--- src/design/masu_defines.svh ---
// Constants for the misaligned access split unit.
`ifndef MASU_DEFINES_SVH
`define MASU_DEFINES_SVH
`define MASU_ADDR_W        32
`define MASU_DATA_BYTES    16
`define MASU_LINE_BYTES    32
`define MASU_HANG_CYCLES   1024
`define MASU_ATTR_WB       3'h2
`define MASU_ATTR_UCA      3'h7
`define MASU_ATTR_UC       3'h0
`endif

--- src/design/masu_pkg.sv ---
// Types shared by the misaligned access split unit.
package masu_pkg;
    typedef logic [2:0] masu_attr_t;
    typedef enum logic [4:0] {
        MASU_IDLE  = 5'b00001,
        MASU_CHECK = 5'b00010,
        MASU_ISSUE = 5'b00100,
        MASU_WAIT  = 5'b01000,
        MASU_DONE  = 5'b10000
    } masu_state_t;
endpackage

--- src/design/masu_part_if.sv ---
// Carrier for the split plan handed from the planner to the sequencer.
`timescale 1ns/1ns
interface masu_part_if #(parameter int AW = 32, parameter int NB = 16);
    logic [AW-1:0]   addr;
    logic [$clog2(NB+1)-1:0] size;
    logic            misaligned;
    logic            split;
    logic [AW-1:0]   hi_addr;
    logic [$clog2(NB+1)-1:0] lo_bytes;
    modport plan (output addr, size, misaligned, split, hi_addr, lo_bytes);
    modport use_ (input addr, size, misaligned, split, hi_addr, lo_bytes);
endinterface

--- src/design/masu_top.sv ---
// Misaligned access split unit: checks, then issues one or two parts.
//
// Overview of operation
// - Only non-naturally aligned accesses split; aligned ones issue once.
// - Translation miss on any part performs nothing before the exception.
// - Walker dirty bits for split halves need not be set together.
// - Accesses writing their own page tables are unpredictable, undetected.
// - Writeback and write-combining attributes fully support misalignment.
// - Plain uncached supported; aligned accesses safe on I/O regions.
// - Parts with differing cache attributes give unpredictable results.
// - Page-crossing accesses with matching attributes complete correctly.
// - Segment-crossing accesses with matching attributes complete correctly.
// - Interrupts and exceptions land wholly before or after the access.
// - Only uncorrectable ECC on later store part may break atomicity; here a bus error there also leaves the low part written.
// - Atomicity is preserved wherever feasible, even on errors.
// - Listed faults and load errors never break atomicity.
// - Machine-check conditions never break atomicity.
// - Resets may cut a store; remaining parts finish where possible.
// - A hung partial store under soft reset times out, then resets.
// - Non-maskable interrupts are delivered only at instruction boundaries.
// - Actually aligned accesses may be atomic to other observers.
// - Parts may issue in any order; here low part, then high part.
// - Every store byte is written exactly once.
// - No read-merge-write of neighbouring bytes; byte enables only.
// - Aligned accesses follow normal ordering rules.
// - Each part honours barrier ordering like an ordinary reference.
`timescale 1ns/1ns
`include "masu_defines.svh"
module masu_top #(
    parameter int AW          = `MASU_ADDR_W,
    parameter int NB          = `MASU_DATA_BYTES,
    parameter int LB          = `MASU_LINE_BYTES,
    parameter int HANG_CYCLES = `MASU_HANG_CYCLES
) (
    input  wire logic                    clock,        // Core clock.
    input  wire logic                    rst,          // Sync reset, high.
    input  wire logic                    ce,           // Clock enable.
    input  wire logic                    soft_reset,   // Soft reset request.
    input  wire logic                    req_valid,    // Access request.
    input  wire logic                    req_store,    // 1 store, 0 load.
    input  wire logic [AW-1:0]           req_addr,     // Start address.
    input  wire logic [$clog2(NB+1)-1:0] req_size,     // Byte count.
    input  wire logic [NB*8-1:0]         req_wdata,    // Store bytes.
    input  wire logic                    xl_hit_lo,    // Low part hit.
    input  wire logic                    xl_hit_hi,    // High part hit.
    input  wire logic                    xl_perm_lo,   // Low part allowed.
    input  wire logic                    xl_perm_hi,   // High part allowed.
    input  wire masu_pkg::masu_attr_t    attr_lo,      // Low attribute.
    input  wire masu_pkg::masu_attr_t    attr_hi,      // High attribute.
    input  wire logic                    io_region_lo, // Low part is I/O.
    input  wire logic                    mem_ready,    // Part accepted.
    input  wire logic                    mem_done,     // Part completed.
    input  wire logic [NB*8-1:0]         mem_rdata,    // Part read bytes.
    input  wire logic                    mem_ecc_err,  // Uncorrectable ECC.
    input  wire logic                    mem_err,      // Bus or cache error.
    input  wire logic                    barrier_req,  // Barrier pending.
    input  wire logic                    nmi_req,      // NMI pending.
    output logic                         req_ready,    // Idle, ready for a request.
    output logic                         mem_valid,    // Part issued.
    output logic [AW-1:0]                mem_addr,     // Part address.
    output logic [NB-1:0]                mem_ben,      // Part byte enables.
    output logic [NB*8-1:0]              mem_wdata,    // Part data.
    output logic                         mem_write,    // Part is a store.
    output logic                         mem_atomic,   // Single-op path.
    output logic                         rsp_valid,    // Access finished.
    output logic [NB*8-1:0]              rsp_rdata,    // Load result.
    output logic                         rsp_miss,     // Translation miss.
    output logic                         rsp_fault,    // Permission fault.
    output logic                         rsp_error,    // Bus or ECC error.
    output logic                         rsp_partial,  // Store cut by ECC.
    output logic                         barrier_ok,   // Barrier may pass.
    output logic                         nmi_take,     // NMI at boundary.
    output logic                         hang_reset    // Soft reset taken: idle or hang timed out.
);
    import masu_pkg::*;
    localparam int SW = $clog2(NB+1);
    localparam int HW = $clog2(HANG_CYCLES+1);

    if (NB < 2 || (NB & (NB-1)) != 0 || LB < NB || (LB & (LB-1)) != 0 ||
        HANG_CYCLES < 1) begin : g_bad_param
        $error("bad NB, LB or HANG_CYCLES");
    end

    masu_state_t            state_q;
    logic [AW-1:0]          addr_q;
    logic [SW-1:0]          size_q;
    logic                   store_q;
    logic [NB*8-1:0]        wdata_q;
    logic                   hi_phase_q;
    logic                   lo_done_q;
    logic [HW-1:0]          hang_q;
    logic                   soft_pend_q;

    masu_part_if #(.AW(AW), .NB(NB)) part ();

    masu_planner #(.AW(AW), .NB(NB), .LB(LB)) u_plan (
        .addr (addr_q),
        .size (size_q),
        .pl   (part)
    );

    // Byte enable mask of n bytes starting at lane zero.
    function automatic logic [NB-1:0] low_mask(input logic [SW-1:0] n);
        logic [NB-1:0] m;
        m = '0;
        for (int i = 0; i < NB; i++) begin
            if (i < int'(n)) m[i] = 1'b1;
        end
        return m;
    endfunction

    // Attribute classes that carry misaligned accesses.
    function automatic logic attr_ok(input masu_attr_t a);
        return (a == `MASU_ATTR_WB) || (a == `MASU_ATTR_UCA) ||
               (a == `MASU_ATTR_UC);
    endfunction

    // Part-level checks, all resolved before anything is committed.
    logic need_hi;
    logic miss_any;
    logic perm_bad;
    always_comb begin
        need_hi  = part.split;
        miss_any = !xl_hit_lo || (need_hi && !xl_hit_hi);
        // Every byte must be permitted; permissions may differ per part.
        perm_bad = !xl_perm_lo || (need_hi && !xl_perm_hi) ||
                   (part.misaligned && !attr_ok(attr_lo));
        // Mixed attributes are left undefined.
    end

    // Main sequence: accept, check all parts, issue, wait, answer.
    always_ff @(posedge clock) begin
        if (rst) begin
            state_q    <= MASU_IDLE;
            addr_q     <= '0;
            size_q     <= '0;
            store_q    <= 1'b0;
            wdata_q    <= '0;
            hi_phase_q <= 1'b0;
            lo_done_q  <= 1'b0;
        end else if (ce) begin
            unique case (state_q)
                MASU_IDLE: begin
                    hi_phase_q <= 1'b0;
                    lo_done_q  <= 1'b0;
                    if (req_valid && !soft_pend_q) begin
                        addr_q  <= req_addr;
                        size_q  <= req_size;
                        store_q <= req_store;
                        wdata_q <= req_wdata;
                        state_q <= MASU_CHECK;
                    end
                end
                MASU_CHECK: begin
                    // Any fault ends the access with nothing performed.
                    if (miss_any || perm_bad)
                        state_q <= MASU_DONE;
                    else
                        state_q <= MASU_ISSUE;
                end
                MASU_ISSUE: begin
                    if (mem_ready)
                        state_q <= MASU_WAIT;
                end
                MASU_WAIT: begin
                    if (mem_done) begin
                        if (mem_err || mem_ecc_err) begin
                            state_q <= MASU_DONE;
                        end else if (need_hi && !hi_phase_q) begin
                            hi_phase_q <= 1'b1;
                            lo_done_q  <= 1'b1;
                            state_q    <= MASU_ISSUE;
                        end else begin
                            state_q <= MASU_DONE;
                        end
                    end
                end
                MASU_DONE: begin
                    state_q <= MASU_IDLE;
                end
                default: state_q <= MASU_IDLE;
            endcase
        end
    end

    // Only the part's own bytes are enabled: no stale neighbour rewrite.
    always_ff @(posedge clock) begin
        if (rst) begin
            mem_valid  <= 1'b0;
            mem_addr   <= '0;
            mem_ben    <= '0;
            mem_wdata  <= '0;
            mem_write  <= 1'b0;
            mem_atomic <= 1'b0;
        end else if (ce) begin
            if (state_q == MASU_CHECK && !(miss_any || perm_bad) ||
                state_q == MASU_WAIT && mem_done && !mem_err &&
                !mem_ecc_err && need_hi && !hi_phase_q) begin
                mem_valid  <= 1'b1;
                mem_addr   <= (state_q == MASU_WAIT) ? part.hi_addr : addr_q;
                mem_ben    <= (state_q == MASU_WAIT)
                              ? low_mask(SW'(size_q - part.lo_bytes))
                              : low_mask(part.lo_bytes);
                mem_wdata  <= (state_q == MASU_WAIT)
                              ? (wdata_q >> (8 * int'(part.lo_bytes)))
                              : wdata_q;
                mem_write  <= store_q;
                // Aligned requests use the ordinary single operation.
                mem_atomic <= !part.misaligned;
            end else if (mem_valid && mem_ready) begin
                mem_valid <= 1'b0;
            end
        end
    end

    // Load result assembly and answer flags.
    always_ff @(posedge clock) begin
        if (rst) begin
            rsp_valid   <= 1'b0;
            rsp_rdata   <= '0;
            rsp_miss    <= 1'b0;
            rsp_fault   <= 1'b0;
            rsp_error   <= 1'b0;
            rsp_partial <= 1'b0;
        end else if (ce) begin
            rsp_valid <= 1'b0;
            if (state_q == MASU_IDLE) begin
                rsp_miss    <= 1'b0;
                rsp_fault   <= 1'b0;
                rsp_error   <= 1'b0;
                rsp_partial <= 1'b0;
            end
            if (state_q == MASU_CHECK) begin
                rsp_miss  <= miss_any;
                rsp_fault <= !miss_any && perm_bad;
                rsp_valid <= miss_any || perm_bad;
                rsp_rdata <= '0;
            end
            if (state_q == MASU_WAIT && mem_done) begin
                // Result flagged valid after the last good part, or at once on a part error; a failed load answers zero.
                if (!hi_phase_q)
                    rsp_rdata <= mem_rdata;
                else
                    rsp_rdata <= rsp_rdata |
                                 (mem_rdata << (8 * int'(part.lo_bytes)));
                if (mem_err || mem_ecc_err) begin
                    rsp_error   <= 1'b1;
                    rsp_partial <= store_q && lo_done_q && mem_ecc_err;
                    rsp_valid   <= 1'b1;
                    if (!store_q) rsp_rdata <= '0;
                end else if (!(need_hi && !hi_phase_q)) begin
                    rsp_valid <= 1'b1;
                end
            end
        end
    end

    // Barriers and NMIs only pass between whole accesses.
    always_ff @(posedge clock) begin
        if (rst) begin
            barrier_ok <= 1'b0;
            nmi_take   <= 1'b0;
            req_ready  <= 1'b0;
        end else if (ce) begin
            barrier_ok <= barrier_req && state_q == MASU_IDLE;
            nmi_take   <= nmi_req && state_q == MASU_IDLE && !req_valid;
            req_ready  <= state_q == MASU_IDLE && !soft_pend_q;
        end
    end

    // Soft reset lets a store finish; the timer cuts off a hang.
    always_ff @(posedge clock) begin
        if (rst) begin
            soft_pend_q <= 1'b0;
            hang_q      <= '0;
            hang_reset  <= 1'b0;
        end else if (ce) begin
            hang_reset <= 1'b0;
            if (soft_reset)
                soft_pend_q <= 1'b1;
            if (soft_pend_q) begin
                if (state_q == MASU_IDLE ||
                    hang_q == HW'(HANG_CYCLES)) begin
                    soft_pend_q <= 1'b0;
                    hang_reset  <= 1'b1;
                    hang_q      <= '0;
                end else begin
                    hang_q <= hang_q + HW'(1);
                end
            end
        end
    end

    // Dirty bits and own page-table writes lie outside.
    // Machine checks arrive as faults at the check stage.
    logic unused_io;
    assign unused_io = io_region_lo ^ attr_hi[0];
endmodule

--- src/design/masu_planner.sv ---
// Alignment classification and split-point computation.
`timescale 1ns/1ns
`include "masu_defines.svh"
module masu_planner #(
    parameter int AW = 32,
    parameter int NB = 16,
    parameter int LB = 32
) (
    input  wire logic [AW-1:0]              addr,  // Start address.
    input  wire logic [$clog2(NB+1)-1:0]    size,  // Byte count.
    masu_part_if.plan                       pl     // Split plan out.
);
    localparam int SW = $clog2(NB+1);
    localparam int LW = $clog2(LB);

    // Natural alignment: low address bits under the size must be zero.
    function automatic logic is_aligned(input logic [AW-1:0] a,
                                        input logic [SW-1:0] s);
        logic [AW-1:0] m;
        m = AW'(s) - AW'(1);
        return ((a & m) == '0);
    endfunction

    logic [LW:0] room;
    always_comb begin
        room = (LW+1)'(LB) - {1'b0, addr[LW-1:0]};
        pl.addr       = addr;
        pl.size       = size;
        pl.misaligned = !is_aligned(addr, size);
        // Split when the bytes run past the end of the line.
        pl.split      = pl.misaligned && ({1'b0, room} < (LW+2)'(size));
        pl.lo_bytes   = pl.split ? SW'(room) : size;
        pl.hi_addr    = addr + AW'(room);
    end
endmodule

--- config.mk ---
export PLATFORM = sky130hd
export DESIGN_NAME = masu_top
export DESIGN_NICKNAME = d
export VERILOG_FILES = /design/src/design/masu_pkg.sv /design/src/design/masu_part_if.sv /design/src/design/masu_top.sv /design/src/design/masu_planner.sv
export VERILOG_INCLUDE_DIRS = /design/src /design/src/design
export SDC_FILE = /design/constraint.sdc
export NUM_CORES = 2
export LEC_CHECK = 0
export BUFFER_PORTS_ARGS = -buffer_cell sky130_fd_sc_hd__buf_2
export CAP_MARGIN = 10
export CORE_MARGIN = 2
export CORE_UTILIZATION = 50
export CTS_CLUSTER_DIAMETER = 50
export DETAILED_ROUTE_END_ITERATION = 16
export PLACE_DENSITY = 0.72
export SLEW_MARGIN = 20
export SYNTH_ARGS = -nofsm -noshare
export SYNTH_HDL_FRONTEND = slang
export SYNTH_SLANG_ARGS = --single-unit
--- constraint.sdc ---
create_clock -name clock -period 9.6 [get_ports clock]
set_input_delay 0.48 -clock clock [delete_from_list [all_inputs] [get_ports clock]]
set_output_delay 0.48 -clock clock [all_outputs]
set_load 0.05 [all_outputs]
# Yosys cells after proc, flatten, opt, wreduce, memory -nomap -nowiden
# Index checks and enable logic that the tools add are counted.
# W data, S select, Z words.
# classes
n_addsub	5
order_cmp	33
mux	73
shift	2
n_bitwise	2
n_reduce_logical	56
eq_ne	12
# ops
op	n
$mux W128	6
$or A128 B128 Y128	1
$shl A128 B8 Y128	1
$shr A128 B8 Y128	1
$lt A4 B5 Y1 const A	16
$mux W1	55
$lt A3 B5 Y1 const A	8
$mux W5	7
$add A32 B6 Y32	1
$and A32 B32 Y32	1
$logic_not A32 Y1	1
$mux W32	1
$logic_and A1 B1 Y1	20
$lt A1 B5 Y1 const A	4
$lt A2 B5 Y1 const A	4
$pmux W5 S4	1
$mux W16	1
$logic_not A1 Y1	13
$add A11 B1 Y11 const B	1
$eq A11 B11 Y1 const B	1
$mux W11	1
$reduce_and A2 Y1	5
$logic_or A1 B1 Y1	9
$ne A2 B2 Y1 const B	4
17 further kinds	20
# totals
word_cells	207
reg_bits	500
out_inout_bits	316

# Longest topological paths before layout
# depth
ltp_word	14
mapped_depth	30
ltp_nobuf	24

# Modules after synthesis
# A second synthesis with hierarchy kept.
# hier_totals
hier_cells	3572
hier_area_um2	30458.0
# modules_own_cells
mod	area_each_um2	cells_per_inst	n_inst
masu_top	28997.8	3375	1
masu_planner	1460.2	197	1

# Worst setup path before layout
# Ideal clock, no wire load.
# synth_path
kind	register to register
from	register addr_q[1]
to	register mem_ben[0]
path_stages_with_launch	31
arrival_time_ns	5.222
setup_slack_ns	4.243
setup_time_ns	0.135
n_path_buf	6
path_cell_list	dfxtp_1 > clkbuf_1 > inv_1 > ha_1 > nor3b_1 > ha_1 > clkbuf_1 > inv_1 > ha_1 > o21ai_0 > nor2_1 > a21o_1 > a21oi_4 > a21oi_4 > inv_4 > buf_6 > buf_4 > buf_4 > buf_2 > ha_1 > inv_1 > ha_1 > nor2_1 > o21ai_0 > a31o_2 > mux2i_1 > o221ai_1 > inv_1 > nand2_1 > nor3_1 > a211oi_1
# synth_via
elab_chain_cells	12
# synth_lines
element	line_no	source
start, declared	masu_top.sv:85	logic [AW-1:0] addr_q;
start signal, assigned	masu_top.sv:147	addr_q <= req_addr;
branches (longest 12 deep; another with $sub A6 B5 Y6)	n/a	
end signal, assigned	masu_top.sv:201	mem_ben <= (state_q == MASU_WAIT)
end, declared	masu_top.sv:61	output logic [NB-1:0] mem_ben,
# Several ways; the timed one is not identified.
# A chain may end at the register's enable or synchronous reset.

# Final worst setup path
# layout_path
from	register addr_q[0]
to	register mem_wdata[59]
# layout_via
elab_chain_cells	12
# layout_lines
element	line_no	source
branches (longest 12 deep; another with $sub A6 B5 Y6)	n/a	
end signal, assigned	masu_top.sv:204	mem_wdata <= (state_q == MASU_WAIT)
end, declared	masu_top.sv:62	output logic [NB*8-1:0] mem_wdata,
# Several ways; the timed one is not identified.

==> reports/qor.yml <==
timing:
  tns_ps: 0
  max_freq_mhz: 152.0
  fin_skew_ps: 26.58
  fin_crit_ps: 6578
  hold_viol_final: 0
  fin_crit_sh_pct: 68.52
  setup-violations-final: 0
  fin_ws_ps: 3022
  rsz0062_at_grt: "no"
  slew-limit-headroom_pct: 24.06
  worst_slew_pin_slew_ps: 1135
  holdWs_ps: 81.50
  drv_slew: 0
drt:
  wirelength_um: 154600
  top_layer_used: "met5"
  met3_length_um: 18720
  wirelength_met1_um: 54890
  post_drt_via_cell_ratio: 6.732
  postRouteAntennaNets: 0
  drtIter0Drc: 5071
  met2_length_um: 65990
  drc: 0
  dr.pass1.iters: 8
  via_count: 35180
  avgRoutedWirePerCell_um: 29.59
synth:
  yosysUniqueCellTypes: 80
  async_reset_ff_share_pct: 0
  synth_warnings: 0
  synth_area_mm2: 0.03030
  ys_seq_elements: 500
  netlist_instances: 3969
  syn_nets: 4301
  synth_edf_count: 0
  ys_seq_area_share_pct: 33.03
  synth.avg_cell_area_um2: 7.635
  ys.flop_type: "dfxtp_1"
cts:
  cts.sinks: 500
  clk_pin_slew_worst_paths_ps: 60
  cts_tree: "yes"
  htree_levels: 3
  cts_setup_buffers: 0
  clock_path_buffers: 3
  root_buffer: "clkbuf_16"
  postCtsHoldBufs: 0
  cts_buffers: 69
  clk-insertion-delay-late_ps: 640
  ctsResizeCount: 0
global_route:
  grt_pass1_wl_um: 220300
  grt_max_degree: 197
  antenna_found_initial: 18
  grt_pass1_vias: 31920
  grt.overflow.total: 0
  grt.total_usage_pct: 47.32
worst_setup_path:
  endpoint_kind: "flip-flop"
  critical_path_required_ps: 10070
  crit_arrival_ps: 7050
  path_class: "flip-flop to flip-flop"
  path_max_fanout: 99
  start_kind: "flip-flop"
hold_path:
  hp-class: "input port to flip-flop"
power_and_ir_drop:
  p_leak_nw: 14.17
  seqPwrFrac_pct: 35.0
  swShare_pct: 34.71
  peakVddDrop_mv: 0.1212
  p_per_area_mw_per_mm2: 179.4
  p_switching_mw: 2.236
  combPwrFrac_pct: 23.4
  p_clk_share_pct: 41.6
  p_int_mw: 4.207
layout:
  fin_util_pct: 59.73
  nets: 4705
  multiInputGateArea_mm2: 0.01870
  drive_above_1_share_pct: 21.12
  register_area_mm2: 0.01001
  fill_cells: 5712
  syn2layout_area_growth_pct: 18.52
  fin_area_mm2: 0.03591
die:
  coreArea_mm2: 0.06013
  die_w_um: 250.2
  row_count: 90
  fp.dieH_um: 250.2
  die_area_mm2: 0.06259
  initial_core_util_pct: 50.39
  ios: 632
job:
  maxCapViolCount: 0
status:
  status: "completed"
placed_design:
  gp_congestion: 1.053
  pre_cts_slack_ps: 3109
  port_buffers: 627
  hpwl_um: 108800
  placed_area_mm2: 0.03350
==> cell families (layout without fill, tap and decap cells) <==
kind of cell | count (synthesis) | count (layout) | synth area share (%)
muxes | 403 | 403 | 13.72
AOI/OAI and AO/OA | 1176 | 1176 | 25.43
buffers and inverters | 397 | 856 | 5.793
DFF | 500 | 500 | 33.03
and+or+nand+nor | 1429 | 1429 | 19.98
other | 0 | 16 | 0
xor gates and xnor gates | 48 | 48 | 1.387
adders and majority gates | 16 | 16 | 0.6606
==> sequential cells by signal (all words and copies together), names as in the netlist <==
name,flops
mem_write,1
soft_pend_q,1
size_q,5
mem_valid,1
mem_addr,32
rsp_valid,1
hang_q,11
wdata_q,128
rsp_error,1
mem_wdata,128
hang_reset,1
barrier_ok,1
store_q,1
rsp_miss,1
req_ready,1
state_q,5
rsp_rdata,128
rsp_fault,1
mem_ben,16
addr_q,32
nmi_take,1
rsp_partial,1
lo_done_q,1
mem_atomic,1
==> power groups by stage <==
| stage | Combinational (mW) | Sequential (mW) | Clock [mW] |
|---|---|---|---|
| 6_report | 1.51 | 2.25 | 2.68 |
| 5_1_grt | 1.57 | 2.25 | 2.77 |
| 4_1_cts | 1.44 | 2.24 | 2.68 |
| 3_5_place_dp | 1.43 | 2.29 | 0 |
| 3_3_place_gp | 1.43 | 2.29 | 0 |
| 2_1_floorplan | 0.947 | 2.24 | 0 |
==> worst paths after layout <==
| path | startpoint | to | slack, ps | cells after the start |
|---|---|---|---|---|
| worst max-delay path | addr_q[0]$_SDFFE_PP0P_ | mem_wdata[59]$_SDFFE_PP0P_ | 3020 | 17 |
| worst min-delay path | req_wdata[91] | wdata_q[91]$_SDFFE_PP0P_ | 80 | 3 |
| worst max register to register | addr_q[0]$_SDFFE_PP0P_ | mem_wdata[59]$_SDFFE_PP0P_ | 3020 | 17 |
| worst min register to register | mem_ben[4]$_SDFFE_PP0P_ | mem_ben[4]$_SDFFE_PP0P_ | 440 | 2 |
==> per-stage QoR <==
step	total power [mW]	cells
after floorplan	3.187	3969
after global placement	3.714	5083
after CTS	6.358	5209
after detailed placement	3.721	5083
after global routing	6.591	5215
final	6.443	5226
==> placed cells by master, fill, tap and decap left out, types with 24 or more instances in the layout <==
cell / n
nand2_1: 734
buf_2: 626
dfxtp_1: 499
a21oi_1: 378
nor2_1: 339
mux2i_1: 322
o21ai_0: 227
nor3_1: 121
a211oi_1: 95
a221oi_1: 88
mux2_2: 71
clkbuf_16: 71
nand3_1: 68
buf_4: 61
o22ai_1: 40
inv_1: 35
and3_1: 35
a22oi_1: 31
nor4_1: 30
xor2_1: 29
o211ai_1: 29
a31oi_1: 28
a2bb2oi_1: 24
a2111oi_0: 24
==> final cells by class <==
| type | instances | area share [%] |
|---|---|---|
| clock buffer | 91 | 5.407 |
| timing repair buffer | 692 | 10.22 |
| clock inverter | 35 | 1.167 |
| inverter | 38 | 0.4181 |
| sequential | 500 | 27.88 |
| tap | 782 | 2.724 |
| antenna | 16 | 0.1115 |
| multi-input combinational | 3072 | 52.07 |
==> critical path: stages (launching register included) <==
cell and delay, ps:
dfxtp_1 600, inv_1 150, ha_1 300, ha_1 540
inv_1 180, ha_1 300, nor3_1 160, nor2_1 110
a21o_1 240, a21oi_4 580, a21oi_4 110, buf_4 320
inv_8 600, buf_4 600, nor2_4 330, a221o_1 420
a31oi_1 610, nor4_1 90
==> cells in the mapped netlist, types with 28 or more instances <==
cell type	n	area share (%)
dfxtp_1	500	33
clkbuf_1	229	2.8
nor2_1	347	4.3
inv_1	36	0.45
nand2_1	735	9.1
nand3_1	68	1.1
a31oi_1	28	0.58
a211oi_1	95	2.4
buf_2	81	1.3
mux2_2	71	2.6
o21ai_0	227	3.7
nor3_1	122	2.0
nor4_1	30	0.62
o22ai_1	40	0.83
xor2_1	29	0.84
mux2i_1	325	11
a22oi_1	31	0.77
a21oi_1	379	6.3
o211ai_1	29	0.72
a221oi_1	89	2.6
and3_1	35	0.72
==> routing by layer <==
layer | GRT usage (%) | up-vias
li1 | - | 15270
met1 | 55.54 | 16590
met2 | 72.26 | 2604
met3 | 13.57 | 704
met4 | 37.98 | 12
met5 | 0.07722 | -
No activity file was read; power rests on OpenSTA's default activity.
